--- src/common/thc_pkg.sv ---
// Purpose: shared constants and helpers for the tdm highway clock and frame configuration block
// Assumes: 250 MHz system clock, 12.288 MHz reference sampled on that clock
// Notes: register byte offsets, command word fields, timing counts
`default_nettype none

package thc_pkg;

	// clock rates and frame time
	localparam int unsigned SYS_CLK_HZ = 250_000_000;
	localparam int unsigned CLK_PERIOD_NS = 1_000_000_000 / SYS_CLK_HZ;
	localparam int unsigned FRAME_US = 125;
	localparam int unsigned FRAME_CYC = (FRAME_US * 1000) / CLK_PERIOD_NS;
	localparam int unsigned FS_TOL_NS = 200;
	localparam int unsigned FS_TOL_CYC = (FS_TOL_NS / CLK_PERIOD_NS) > 0 ? (FS_TOL_NS / CLK_PERIOD_NS) : 1;

	// register byte offsets
	localparam int ADR_W = 4;
	localparam logic [ADR_W-1:0] REG_CMD = 4'h0;
	localparam logic [ADR_W-1:0] REG_IRQ_STAT = 4'h4;
	localparam logic [ADR_W-1:0] REG_IRQ_MASK = 4'h8;
	localparam logic [ADR_W-1:0] REG_HWY_STAT = 4'hc;

	// command word layout
	localparam int CMD_OPC_HI = 31;
	localparam int CMD_OPC_LO = 28;
	localparam logic [3:0] CMD_OPCODE = 4'h9;
	localparam int CMD_MODE_HI = 23;
	localparam int CMD_MODE_LO = 16;
	localparam int CMD_REPORT = 15;
	localparam int CMD_IRQ_EN = 14;
	localparam int CMD_OPEN_DRAIN = 13;
	localparam int CMD_SAMPLE_EDGE = 12;
	localparam int CMD_DRIVE_EDGE = 11;
	localparam int CMD_BPF_HI = 10;
	localparam int CMD_BPF_LO = 0;
	localparam int BPF_W = CMD_BPF_HI - CMD_BPF_LO + 1;
	localparam logic [31:0] CMD_RESET = 32'h0000_0000;

	// clock mode values
	localparam logic [7:0] MODE_SLAVE_8K = 8'h00;
	localparam logic [7:0] MODE_SLAVE_FREE = 8'h01;
	localparam logic [7:0] MODE_MASTER_MIN = 8'h03;

	// interrupt status bits
	localparam int IRQ_W = 2;
	localparam int IRQ_HWY_STATUS = 0;
	localparam int IRQ_CMD_REJECT = 1;
	localparam logic [IRQ_W-1:0] IRQ_RESET = 2'h0;

	// highway status word layout
	localparam int HST_LOCKED = 0;
	localparam int HST_RATE_ERR = 1;
	localparam int HST_MASTER = 2;
	localparam int HST_CYC_LO = 14;
	localparam int CYC_W = 10;

	// generator states, gray along wait, high, low
	typedef enum logic [1:0]
	{
		GS_WAIT = 2'b00,
		GS_HIGH = 2'b01,
		GS_LOW = 2'b11
	} thc_gen_st_e;

	// a clock mode of three or more makes the device drive the highway
	function automatic logic thc_is_master(input logic [7:0] mode);
		return mode >= MODE_MASTER_MIN;
	endfunction : thc_is_master

	// byte lane merge for wishbone writes
	function automatic logic [31:0] thc_merge(input logic [31:0] old, input logic [31:0] wr, input logic [3:0] sel);
		logic [31:0] r;
		r = old;
		for (int i = 0; i < 4; i++)
		begin
			if (sel[i])
				r[i*8 +: 8] = wr[i*8 +: 8];
		end
		return r;
	endfunction : thc_merge

endpackage : thc_pkg

`default_nettype wire

--- src/common/thc_gen_if.sv ---
// Purpose: link between the control core and the master clock generator
// Assumes: one clock domain
// Notes: control side drives configuration and reference tick
`default_nettype none

interface thc_gen_if;
	logic run;
	logic [7:0] div;
	logic [10:0] bits_per_frame_count;
	logic drive_rise;
	logic ref_tick;
	logic bck;
	logic fs;
	modport gen (input run, input div, input bits_per_frame_count, input drive_rise, input ref_tick, output bck, output fs);
	modport ctl (output run, output div, output bits_per_frame_count, output drive_rise, output ref_tick, input bck, input fs);
endinterface : thc_gen_if

`default_nettype wire

--- src/hw/thc_top.sv ---
// Purpose: tdm highway global mode, clocking and status with a wishbone register port
// Assumes: pins and reference input are synchronous to i_mclk; wishbone classic slave
// Notes: command word written at the command offset; status interrupts sticky, write one to clear
// Summary of operation
// - opcode 1001 command; clock mode in 23:16
// - mode three up: drive divided clock, 8k sync
// - mode zero: clock input, 8 kHz sync supplied
// - mode one: clock input, any sync rate
// - bit 15 reports highway status immediately, only with bit 14 set
// - bit 14 enables the status interrupt
// - bit 13 picks open drain or push pull
// - bit 12 picks frame sync sampling edge
// - master: bit 11 picks sync drive edge
// - master: count plus one pulses per frame
// - short count: clock stays low until frame
// - frame stays 125 us regardless of count
// - slave modes ignore the pulse count
// - first clock cycle precedes frame sync
// - slot cycles counted from frame start
//
// Local design decisions: the register offsets and the Wishbone interface to the registers.
`default_nettype none

module thc_top
	import thc_pkg::*;
#(
	parameter int unsigned FRAME_CYC_P = FRAME_CYC, // system clocks per frame
	parameter int unsigned FS_TOL_P = FS_TOL_CYC // allowed frame interval deviation
)
(
	input wire logic i_mclk, // system clock
	input wire logic i_rst_b, // async reset, active low
	input wire logic i_wb_cyc, // wishbone cycle
	input wire logic i_wb_stb, // wishbone strobe
	input wire logic i_wb_we, // wishbone write
	input wire logic [ADR_W-1:0] i_wb_adr, // wishbone byte address
	input wire logic [3:0] i_wb_sel, // wishbone byte enables
	input wire logic [31:0] i_wb_dat, // wishbone write data
	output logic [31:0] o_wb_dat, // wishbone read data
	output logic o_wb_ack, // wishbone acknowledge
	input wire logic i_ref_clk, // 12.288 MHz reference
	input wire logic i_highway_bit_clock, // bit clock pin level
	output logic o_highway_bit_clock, // bit clock drive value
	output logic o_highway_bit_clock_oe_b, // bit clock enable, low drives
	input wire logic i_highway_frame_sync, // frame sync pin level
	output logic o_highway_frame_sync, // frame sync drive value
	output logic o_highway_frame_sync_oe_b, // frame sync enable, low drives
	input wire logic i_tx_bit, // data bit to put on the highway
	output logic o_highway_transmit_data, // transmit data drive value
	output logic o_highway_transmit_data_oe_b, // transmit data enable, low drives
	output logic [CYC_W-1:0] o_slot_cycle, // bit clock count in frame
	output logic o_frame_start, // one cycle at each frame start
	output logic o_irq // level interrupt
);
	// interval counter reaches two frame times, the point where lock is lost
	localparam int FRW = $clog2(2 * FRAME_CYC_P + 1);

	typedef struct packed
	{
		logic [31:0] cmd;
		logic [IRQ_W-1:0] irq_stat;
		logic [IRQ_W-1:0] irq_mask;
		logic ack;
		logic [31:0] dat;
		logic ref_s;
		logic ref_p;
		logic bck_s;
		logic fs_s;
		logic bck_p;
		logic fs_smp;
		logic [CYC_W-1:0] cyc;
		logic [FRW-1:0] ivl;
		logic locked;
		logic rate_err;
		logic bck_o;
		logic bck_oe_b;
		logic fs_o;
		logic fs_oe_b;
		logic txd_o;
		logic txd_oe_b;
		logic frame_start;
		logic irq;
	} thc_top_s;

	thc_top_s q;
	thc_top_s n;
	thc_gen_if gen_if ();

	logic master;
	logic bck_eff;
	logic fs_eff;
	logic smp_edge;
	logic req;
	logic [31:0] wmerge;
	logic [IRQ_W-1:0] clr;
	logic [IRQ_W-1:0] set;
	logic [FRW-1:0] lo_lim;
	logic [FRW-1:0] hi_lim;

	// clock mode field of a command word
	function automatic logic [7:0] thc_mode_of(input logic [31:0] c);
		return c[CMD_MODE_HI:CMD_MODE_LO];
	endfunction : thc_mode_of

	// mode decode; a value of two falls to the slave side
	// so a stray mode two never drives the highway against a far master
	assign master = thc_is_master(thc_mode_of(q.cmd));

	// generator configuration, run only as master
	// stopping the generator in slave modes is what makes the pulse count inert there
	assign gen_if.run = master;
	assign gen_if.div = thc_mode_of(q.cmd);
	assign gen_if.bits_per_frame_count = q.cmd[CMD_BPF_HI:CMD_BPF_LO];
	assign gen_if.drive_rise = q.cmd[CMD_DRIVE_EDGE];
	assign gen_if.ref_tick = q.ref_s & ~q.ref_p;

	thc_clkgen #(
		.FRAME_CYC_P(FRAME_CYC_P)
	) u_clkgen (
		.i_mclk(i_mclk),
		.i_rst_b(i_rst_b),
		.gen(gen_if.gen)
	);

	// frame interval window for the fixed 8 kHz mode
	// the tolerance absorbs the jitter of a far clock against ours
	assign lo_lim = FRW'(FRAME_CYC_P - FS_TOL_P);
	assign hi_lim = FRW'(FRAME_CYC_P + FS_TOL_P);

	// next state of the control core
	always_comb
	begin
		n = q;
		set = '0;
		clr = '0;
		wmerge = 32'h0;
		// a strobe held through the ack is not taken twice
		req = i_wb_cyc & i_wb_stb & ~q.ack;

		// pin and reference sampling
		// the reference edge is found one sample late; only its rate matters
		n.ref_p = q.ref_s;
		n.ref_s = i_ref_clk;
		n.bck_s = i_highway_bit_clock;
		n.fs_s = i_highway_frame_sync;

		// master uses its own clock and sync, slave the pins
		bck_eff = master ? gen_if.bck : q.bck_s;
		fs_eff = master ? gen_if.fs : q.fs_s;
		n.bck_p = bck_eff;
		smp_edge = q.cmd[CMD_SAMPLE_EDGE] ? (bck_eff & ~q.bck_p) : (~bck_eff & q.bck_p);

		// frame interval, loss of lock after two frames of silence
		n.frame_start = 1'b0;
		// saturating, so a dead highway cannot wrap back into the window
		if (q.ivl != '1)
			n.ivl = q.ivl + 1'b1;
		if (q.ivl >= FRW'(2 * FRAME_CYC_P))
			n.locked = 1'b0;

		// rising bit clock edges count slot cycles
		// the count holds at all ones on an overlong frame instead of wrapping
		if (bck_eff & ~q.bck_p & (q.cyc != '1))
			n.cyc = q.cyc + 1'b1;
		if (smp_edge)
		begin
			n.fs_smp = fs_eff;
			// a frame starts where sync is first seen high at the chosen edge
			if (fs_eff & ~q.fs_smp)
			begin
				n.frame_start = 1'b1;
				n.cyc = '0;
				n.ivl = '0;
				n.locked = 1'b1;
				// only the fixed rate mode checks the interval
				// the first frame after lock has no interval worth judging
				if (thc_mode_of(q.cmd) == MODE_SLAVE_8K && q.locked)
					n.rate_err = (q.ivl < lo_lim) | (q.ivl > hi_lim);
				else
					n.rate_err = 1'b0;
			end
		end

		// status change raises the interrupt only when enabled
		if (q.cmd[CMD_IRQ_EN] && ({n.rate_err, n.locked} != {q.rate_err, q.locked}))
			set[IRQ_HWY_STATUS] = 1'b1;

		// wishbone slave, one cycle answer
		n.ack = req;
		if (req)
		begin
			case (i_wb_adr)
				REG_CMD:
				begin
					n.dat = q.cmd;
					if (i_wb_we)
					begin
						wmerge = thc_merge(q.cmd, i_wb_dat, i_wb_sel);
						// a foreign opcode leaves the stored word untouched
						if (wmerge[CMD_OPC_HI:CMD_OPC_LO] == CMD_OPCODE)
						begin
							n.cmd = wmerge;
							// the report bit is a strobe and is never stored
							n.cmd[CMD_REPORT] = 1'b0;
							// a report is issued only while the new word enables the interrupt
							if (wmerge[CMD_REPORT] && wmerge[CMD_IRQ_EN])
								set[IRQ_HWY_STATUS] = 1'b1;
						end
						else
							set[IRQ_CMD_REJECT] = 1'b1;
					end
				end
				REG_IRQ_STAT:
				begin
					n.dat = {{(32-IRQ_W){1'b0}}, q.irq_stat};
					// ones clear, but only in the enabled byte lanes
					if (i_wb_we)
					begin
						wmerge = thc_merge(32'h0, i_wb_dat, i_wb_sel);
						clr = wmerge[IRQ_W-1:0];
					end
				end
				REG_IRQ_MASK:
				begin
					n.dat = {{(32-IRQ_W){1'b0}}, q.irq_mask};
					if (i_wb_we)
					begin
						wmerge = thc_merge({{(32-IRQ_W){1'b0}}, q.irq_mask}, i_wb_dat, i_wb_sel);
						n.irq_mask = wmerge[IRQ_W-1:0];
					end
				end
				REG_HWY_STAT:
				begin
					// read only: a write is answered and dropped
					n.dat = 32'h0;
					n.dat[HST_CYC_LO +: CYC_W] = q.cyc;
					n.dat[HST_MASTER] = master;
					n.dat[HST_RATE_ERR] = q.rate_err;
					n.dat[HST_LOCKED] = q.locked;
				end
				default:
				begin
					// unmapped: answered with zero so a stray access never hangs the bus
					n.dat = 32'h0;
				end
			endcase
		end

		// sticky status, a new event wins over a clear
		n.irq_stat = (q.irq_stat & ~clr) | set;
		// the level follows new status and mask together, no extra cycle
		n.irq = |(n.irq_stat & n.irq_mask);

		// pin drivers: master drives clock and sync
		n.bck_o = master & gen_if.bck;
		// the enables follow the mode one cycle after a command write
		n.bck_oe_b = ~master;
		n.fs_o = master & gen_if.fs;
		n.fs_oe_b = ~master;
		// open drain pulls low only, push pull always drives
		if (q.cmd[CMD_OPEN_DRAIN])
		begin
			n.txd_o = 1'b0;
			n.txd_oe_b = i_tx_bit;
		end
		else
		begin
			n.txd_o = i_tx_bit;
			n.txd_oe_b = 1'b0;
		end
	end

	// state register
	always_ff @(posedge i_mclk or negedge i_rst_b)
	begin
		if (!i_rst_b)
		begin
			// every pin starts released; push-pull data drives from the first edge on
			q <= '0;
			q.cmd <= CMD_RESET;
			q.irq_stat <= IRQ_RESET;
			q.irq_mask <= IRQ_RESET;
			q.bck_oe_b <= 1'b1;
			q.fs_oe_b <= 1'b1;
			q.txd_oe_b <= 1'b1;
		end
		else
			q <= n;
	end

	// registered outputs
	assign o_wb_dat = q.dat;
	assign o_wb_ack = q.ack;
	assign o_highway_bit_clock = q.bck_o;
	assign o_highway_bit_clock_oe_b = q.bck_oe_b;
	assign o_highway_frame_sync = q.fs_o;
	assign o_highway_frame_sync_oe_b = q.fs_oe_b;
	assign o_highway_transmit_data = q.txd_o;
	assign o_highway_transmit_data_oe_b = q.txd_oe_b;
	assign o_slot_cycle = q.cyc;
	assign o_frame_start = q.frame_start;
	assign o_irq = q.irq;

endmodule : thc_top

`default_nettype wire

--- src/hw/thc_clkgen.sv ---
// Purpose: master mode bit clock and frame sync generator
// Assumes: ref_tick marks each rising edge of the reference
// Notes: frame length counted on the system clock, independent of divider and pulse count
`default_nettype none

module thc_clkgen
	import thc_pkg::*;
#(
	parameter int unsigned FRAME_CYC_P = FRAME_CYC
)
(
	input wire logic i_mclk, // system clock
	input wire logic i_rst_b, // async reset, active low
	thc_gen_if.gen gen // configuration in, clock and sync out
);
	localparam int FRW = $clog2(FRAME_CYC_P + 1);

	typedef struct packed
	{
		logic [FRW-1:0] frame_cnt;
		logic [7:0] div_cnt;
		logic [BPF_W:0] pulses;
		logic [CYC_W-1:0] per_cnt;
		thc_gen_st_e st;
		logic arm;
		logic bck;
		logic fs;
	} thc_gen_s;

	thc_gen_s q;
	thc_gen_s n;
	logic [7:0] cnt_inc;

	// next state of the generator
	always_comb
	begin
		n = q;
		cnt_inc = q.div_cnt + 8'h01;
		if (!gen.run)
		begin
			n = '0;
			n.st = GS_WAIT;
		end
		else
		begin
			// frame period fixed, never stretched by the pulse count
			if (q.frame_cnt == FRW'(FRAME_CYC_P - 1))
			begin
				n.frame_cnt = '0;
				n.arm = 1'b1;
			end
			else
				n.frame_cnt = q.frame_cnt + 1'b1;
			if (gen.ref_tick)
			begin
				if (q.arm)
				begin
					// first bit clock period of the frame
					n.arm = 1'b0;
					n.div_cnt = 8'h00;
					n.per_cnt = '0;
					n.pulses = (BPF_W+1)'(1);
					n.bck = 1'b1;
					n.fs = 1'b0;
					n.st = GS_HIGH;
				end
				else
				begin
					case (q.st)
						GS_WAIT:
						begin
							n.st = GS_WAIT;
						end
						GS_HIGH, GS_LOW:
						begin
							n.div_cnt = cnt_inc;
							if (q.st == GS_HIGH && cnt_inc == (gen.div >> 1))
							begin
								// falling edge of the bit clock
								n.bck = 1'b0;
								n.st = GS_LOW;
								if (!gen.drive_rise && q.per_cnt == CYC_W'(0))
									n.fs = 1'b1;
								if (!gen.drive_rise && q.per_cnt == CYC_W'(1))
									n.fs = 1'b0;
							end
							if (cnt_inc == gen.div)
							begin
								// start of the next period
								n.div_cnt = 8'h00;
								n.st = GS_HIGH;
								if (q.per_cnt != '1)
									n.per_cnt = q.per_cnt + 1'b1;
								// pulses beyond the count leave the clock low
								if (q.pulses <= {1'b0, gen.bits_per_frame_count})
								begin
									n.bck = 1'b1;
									n.pulses = q.pulses + 1'b1;
								end
								if (gen.drive_rise && q.per_cnt == CYC_W'(0))
									n.fs = 1'b1;
								if (gen.drive_rise && q.per_cnt == CYC_W'(1))
									n.fs = 1'b0;
							end
						end
						default:
						begin
							n.st = GS_WAIT;
						end
					endcase
				end
			end
		end
	end

	// state register
	always_ff @(posedge i_mclk or negedge i_rst_b)
	begin
		if (!i_rst_b)
		begin
			q <= '0;
			q.st <= GS_WAIT;
		end
		else
			q <= n;
	end

	assign gen.bck = q.bck;
	assign gen.fs = q.fs;

endmodule : thc_clkgen

`default_nettype wire

--- config.mk ---
export PLATFORM = sky130hd
export DESIGN_NAME = thc_top
export DESIGN_NICKNAME = d
export VERILOG_FILES = /design/src/common/thc_pkg.sv /design/src/common/thc_gen_if.sv /design/src/hw/thc_top.sv /design/src/hw/thc_clkgen.sv
export SDC_FILE = /design/constraint.sdc
export NUM_CORES = 1
export LEC_CHECK = 0
export BUFFER_PORTS_ARGS = -buffer_cell sky130_fd_sc_hd__buf_2
export CAP_MARGIN = 15
export CORE_ASPECT_RATIO = 1.1
export CORE_UTILIZATION = 30
export CTS_CLUSTER_SIZE = 12
export DETAILED_ROUTE_END_ITERATION = 10
export SYNTH_ARGS = -nofsm -noshare
export SYNTH_HDL_FRONTEND = slang
export SYNTH_SLANG_ARGS = --single-unit
--- constraint.sdc ---
create_clock -name i_mclk -period 6.6 [get_ports i_mclk]
set_clock_uncertainty 0.2 [all_clocks]
set_input_delay 0.66 -clock i_mclk [delete_from_list [all_inputs] [get_ports i_mclk]]
set_output_delay 0.66 -clock i_mclk [all_outputs]
set_load 0.01 [all_outputs]
==> results of run 1 <==
[power groups by stage]
stage	Combinational, µW	Sequential (µW)	Clock, µW
2_1_floorplan	124	1070	0
3_3_place_gp	174	1080	0
3_5_place_dp	178	1090	0
4_1_cts	179	1070	1010
5_1_grt	200	1070	1050
6_report	175	1070	989
[worst max-delay path, cell delays in order]
cell and delay [ns]:
buf_2 0.14, nor4_2 0.85, and2_1 0.81, nand2_1 0.22, or3b_2 0.63, o2bb2ai_1 0.19, a311o_1 0.14, a22o_1 0.13
[through the flow]
stage / hold WS (ns) / cells / instance area, µm²
floorplan: 0.164 / 841 / 8510
global placement: 0.239 / 1225 / 8980
detailed placement: 0.244 / 1225 / 8980
CTS: 0.0789 / 1256 / 9560
global route: 0.102 / 1256 / 9560
finish: 0.0457 / 1256 / 9560
[flip-flops by register name (all words and copies together) (netlist names), 8 cells and up]
name	count
gen_if.bits_per_frame_count	11
gen_if.div	8
o_slot_cycle	10
o_wb_dat	32
q	38
u_clkgen.q	48
[cell families (layout without fill, tap and decap cells)]
group,count (synthesis),count (layout),synth area share
and+or+nand+nor,309,309,0.192
DFF,159,159,0.468
AOI/OAI and AO/OA,146,146,0.124
buffers and inverters,115,167,0.0760
xor gates and xnor gates,46,46,0.0490
muxes,45,45,0.0606
adders and majority gates,21,21,0.0309
[final cells by class]
| type | count | area share |
|---|---|---|
| clock buffer | 19 | 0.0463 |
| timing repair buffer | 103 | 0.0556 |
| inverter | 33 | 0.0130 |
| clock inverter | 12 | 0.0143 |
| sequential | 159 | 0.416 |
| multi-input combinational | 567 | 0.407 |
| tap | 363 | 0.0475 |
[per-layer routing]
metal	vias up	share of wire
li1	3060	-
met1	3152	0.46
met2	130	0.49
met3	25	0.039
met4	0	0.012
met5	-	0
[placed cells by master, fill, tap and decap left out, types with 4 or more instances in the layout]
master / netlist / routed
mux2i_1: 11 / 11
buf_4: 49 / 4
and3_1: 17 / 17
xnor2_1: 23 / 23
dfrtp_1: 157 / 157
ha_1: 21 / 21
clkbuf_16: 0 / 17
o31ai_1: 8 / 8
a211oi_1: 6 / 6
nand2_1: 72 / 72
or3_1: 7 / 7
nand4_1: 19 / 19
o21ai_0: 25 / 25
a31oi_1: 8 / 8
nand3_1: 34 / 34
xor2_1: 22 / 22
mux2_2: 32 / 32
buf_2: 7 / 98
a2111oi_0: 6 / 6
a21oi_1: 29 / 29
nor2_1: 67 / 67
or4_1: 12 / 12
nor3_1: 15 / 15
and2_1: 6 / 6
a22oi_1: 10 / 10
nand2b_1: 12 / 12
or2_2: 4 / 4
a22o_1: 24 / 24
nor3b_1: 8 / 8
inv_1: 32 / 32
a21o_1: 4 / 4
nor2b_1: 5 / 5
nor4_1: 11 / 10
[final timing paths]
kind / from / end / slack, ns / cells after the start
setup / recovery: i_wb_adr[3] / o_irq / 2.98 / 8
hold reg to reg: n[40] / q[40] / 0.25 / 0
min in group i_mclk: i_highway_bit_clock / q[39] / 0.14 / 1
hold / removal: i_rst_b / o_wb_dat[26] / 0.05 / 1
setup reg to reg: u_clkgen.q[27] / u_clkgen.q[17] / 3.21 / 8
max in group asynchronous: i_rst_b / q[25] / 4.64 / 2
==> impl_metrics.yaml, run 1 <==
global_routing:
  grt_usage: 0.147
  grt_overflow: 0
  met2_usage: 0.244
  grt_pass1_vias: 6216
  antenna_found_initial: 0
  busiest_layer: "met2"
  grt_util_met3: 0.0309
  grt_pass1_wl_um: 33400
  grt_start_max_net_pins: 83
  met1_usage: 0.193
synthesis:
  synth_top_flop_cell: "dfrtp_1"
  synth_edf_count: 0
  syn_area_per_cell_um2: 10.1
  yosys.area.top_type: "dfrtp_1"
  synth-seq-cells: 159
  ys_async_sr_fraction: 1.00
  synth.top_cell.area_share: 0.462
  yosysMostFrequentCell: "dfrtp_1"
  syn_area_um2: 8510
  syn_inst: 841
  synthTopCellsByCount: "157 x dfrtp_1, 72 x nand2_1, 67 x nor2_1"
  synth_area_leaders: "dfrtp_1 46%, buf_4 4.3%, mux2_2 4.2%, nand2_1 3.2%, ha_1 3.1%"
  yosysSeqAreaShare: 0.468
  synthesis.nets: 911
  yosysWarnings: 0
  synthDistinctLibCells: 69
power_and_ir_drop:
  leakage_uw: 0.00427
  power_frac_clock: 0.443
  peakVddDrop_uv: 151
  sw_frac_of_total: 0.260
  pwr-share-comb: 0.079
  pwr-share-seq: 0.479
  p_switching_uw: 580
  power.internal_uw: 1650
  total_power_uw: 2230
  power_density_nw_per_um2: 234
final_layout:
  multi_input_area_um2: 3890
  diodes: 0
  post-route-util: 0.343
  nFillCells: 2874
  regArea_um2: 3980
  syn_to_final_growth_pct: 12.4
  final_net_count: 951
  drive_gt1_frac: 0.214
timing:
  hold_viol: 0
  relSlewSlack: 0.296
  rsz0062_at_grt: "no"
  slew_viol_final: 0
  tightest_slew_ns: 1.05
  final-setup-viol-count: 0
  setup_slack_ns: 2.98
  fin_setup_tns_ns: 0
  max_freq_mhz: 276
  layout_min_cycle_time_ns: 3.62
  fin_crit_sh: 0.548
routing:
  drt_iter0_drc: 588
  viasPerCell: 5.07
  routed_wl_um: 20800
  num_vias: 6367
  drc: 0
  first_pass_iters: 5
  routedWlPerCell_um: 16.6
  antenna_left: 0
clock_network:
  cts-hold-fix-buffers: 0
  insertion_delay_ns: 0.43
  cts_tree: "built"
  cts_root_buf: "clkbuf_16"
  clock_path_buffers: 2
  cts_buffers: 17
  htreeDepth: 4
  clock-sinks: 159
  clk_pin_slew_worst_paths_ns: 0.07
  post_cts_buffers: 0
  cts_resized: 0
floorplanning:
  die_x_um: 163
  core_um2: 27900
  rows: 64
  start_util: 0.305
  dieArea_um2: 29000
  die_y_um: 179
  ios: 100
setup_path:
  critical_path_arrival_ns: 3.79
  criticalPathCategory: "primary input to flop"
  cp-end-kind: "flop"
  start_kind: "primary input"
  cp_max_fo: 21
  required_ns: 6.77
status:
  status: "finished clean"
run:
  cap_violations: 0
place:
  hpwlAfterDp_um: 15000
  post-place-ws_ns: 2.55
  port_buffers: 99
  gp_routability_congestion: 0.840
min_path:
  hold_path_class: "primary input to async pin"
Power figures use the tool's default switching activity.
==> run 2: changes to the inputs <==
clock period = 3.05 ns   (was 6.6 ns; I/O delays follow)
==> run 2 against run 1 <==
Non-clock buffer count up 53. Flip-flop and latch count unchanged. Sequential share of layout area decreased by 2.3 points. Setup slack lost 2.8 ns. Power is 120% higher. Die area is the same. Register-to-register slack got worse by 3.0 ns. Critical path depth increased by 1. First-iteration DRC count down 21%. Critical endpoint is now u_clkgen.q[13]. Highest routed layer unchanged.
==> impl_metrics.yaml, run 2 (same netlist as run 1, synthesis figures left out) <==
timing:
  max_freq_mhz: 348
  slew_viol_final: 0
  hold_viol: 0
  rsz0062_at_grt: "yes"
  layout_min_cycle_time_ns: 2.88
  tightest_slew_ns: 0.803
  fin_crit_sh: 0.943
  fin_setup_tns_ns: 0
  final-setup-viol-count: 0
  setup_slack_ns: 0.174
  relSlewSlack: 0.464
final_layout:
  regMostFlops: "u_clkgen.q"
  nFillCells: 2843
  diodes: 0
  final_net_count: 1004
  fin_area_um2: 10100
  fin_cells: 1310
  drive_gt1_frac: 0.226
  final_cell_mix: "157 x dfrtp_1, 98 x buf_2, 72 x nand2_1, 67 x nor2_1, 35 x dlygate4sd3_1"
  largest_register_ffs: 48
  final_common_cell: "dfrtp_1"
  syn_to_final_growth_pct: 19.1
power_and_ir_drop:
  total_power_uw: 4910
  peakVddDrop_uv: 310
  power_density_nw_per_um2: 485
  leakage_uw: 0.00452
routing:
  drt_iter0_drc: 466
  drc: 0
  viasPerCell: 4.97
  antenna_left: 0
  first_pass_iters: 6
  routed_wl_um: 20300
  num_vias: 6513
  routedWlPerCell_um: 15.5
clock_network:
  insertion_delay_ns: 0.43
  cts_buffers: 17
  cts_tree: "built"
  clk_pin_slew_worst_paths_ns: 0.07
  clock_path_buffers: 2
  cts_root_buf: "clkbuf_16"
  htreeDepth: 4
  clock-sinks: 159
setup_path:
  required_ns: 3.20
  cp_max_fo: 14
  start_kind: "flop"
  cp-end-kind: "flop"
  critical_path_arrival_ns: 3.03
  reg2regPathDepth: 9
  criticalPathCategory: "flop to flop"
global_routing:
  grt_pass1_wl_um: 33300
  grt_pass1_vias: 6333
  grt_overflow: 0
  antenna_found_initial: 0
  grt_usage: 0.146
  grt_start_max_net_pins: 86
floorplanning:
  rows: 64
  ios: 100
  die_y_um: 179
  dieArea_um2: 29000
  die_x_um: 163
  core_um2: 27900
  start_util: 0.305
min_path:
  whs_path_depth: 3
  hold_path_class: "primary input to flop"
place:
  postPlaceCellArea_um2: 9130
  placed_cells: 1243
  port_buffers: 99
  hpwlAfterDp_um: 14700
  post-place-ws_ns: 0.0970
  gp_routability_congestion: 0.864
status:
  status: "finished clean"
run:
  cap_violations: 0
==> run 2: layer usage <==
metal | global-route usage | routed length (µm) | up-vias
met5 | 0 | 0 | -
met4 | 0.0424 | 257 | 0
met3 | 0.0314 | 881 | 18
met2 | 0.236 | 9770 | 142
met1 | 0.194 | 9430 | 3192
li1 | - | - | 3161
==> run 2: worst max-delay path, cell delays in order, from the launching register on <==
cell	delay, ns
dfrtp_1	0.41
ha_2	0.24
xnor2_1	0.26
xnor2_1	0.15
a2111oi_2	0.27
and4bb_1	0.22
buf_4	0.19
a31oi_4	0.19
or4_1	0.52
a21oi_1	0.15
==> run 2: stage by stage <==
stage               hold slack [ns]   util
finish                       0.0775  0.364
global route                 0.0673  0.364
CTS                          0.0539  0.362
detailed placement            0.215  0.328
global placement              0.219  0.328
floorplan                    -0.191      -
==> run 2: repair_timing <==
action,in CTS,in global routing
gates resized for setup,0,10
endpoints found under the hold margin,118,0
hold buffers,35,0
buffers inserted,0,0
endpoints found under the setup margin,0,26
==> run 2: layout make-up <==
cell class	instances	area [µm²]	area share
Multi-Input combinational cell	567	3940	0.389
Clock inverter	10	128	0.0126
Tap cell	363	454	0.0448
Sequential cell	159	3980	0.393
Inverter	33	124	0.0122
Timing Repair Buffer	156	1030	0.102
Clock buffer	22	474	0.0468
==> run 2: path summary, 6_finish.rpt <==
kind                                start                           end  slack [ns]
hold reg to reg                     n[40]                         q[40]        0.25
max in group asynchronous         i_rst_b  o_highway_transmit_data_oe_b        1.54
setup reg to reg           u_clkgen.q[28]                u_clkgen.q[13]        0.17
hold / removal                i_wb_adr[0]                   o_wb_dat[0]        0.08
setup / recovery           u_clkgen.q[28]                u_clkgen.q[13]        0.17
min in group asynchronous         i_rst_b                  o_wb_dat[26]        0.29
==> run 2: power by group <==
group	internal (µW)	switching, µW	total (µW)
Combinational	192	226	419
Sequential	2190	111	2300
Clock	1280	908	2190
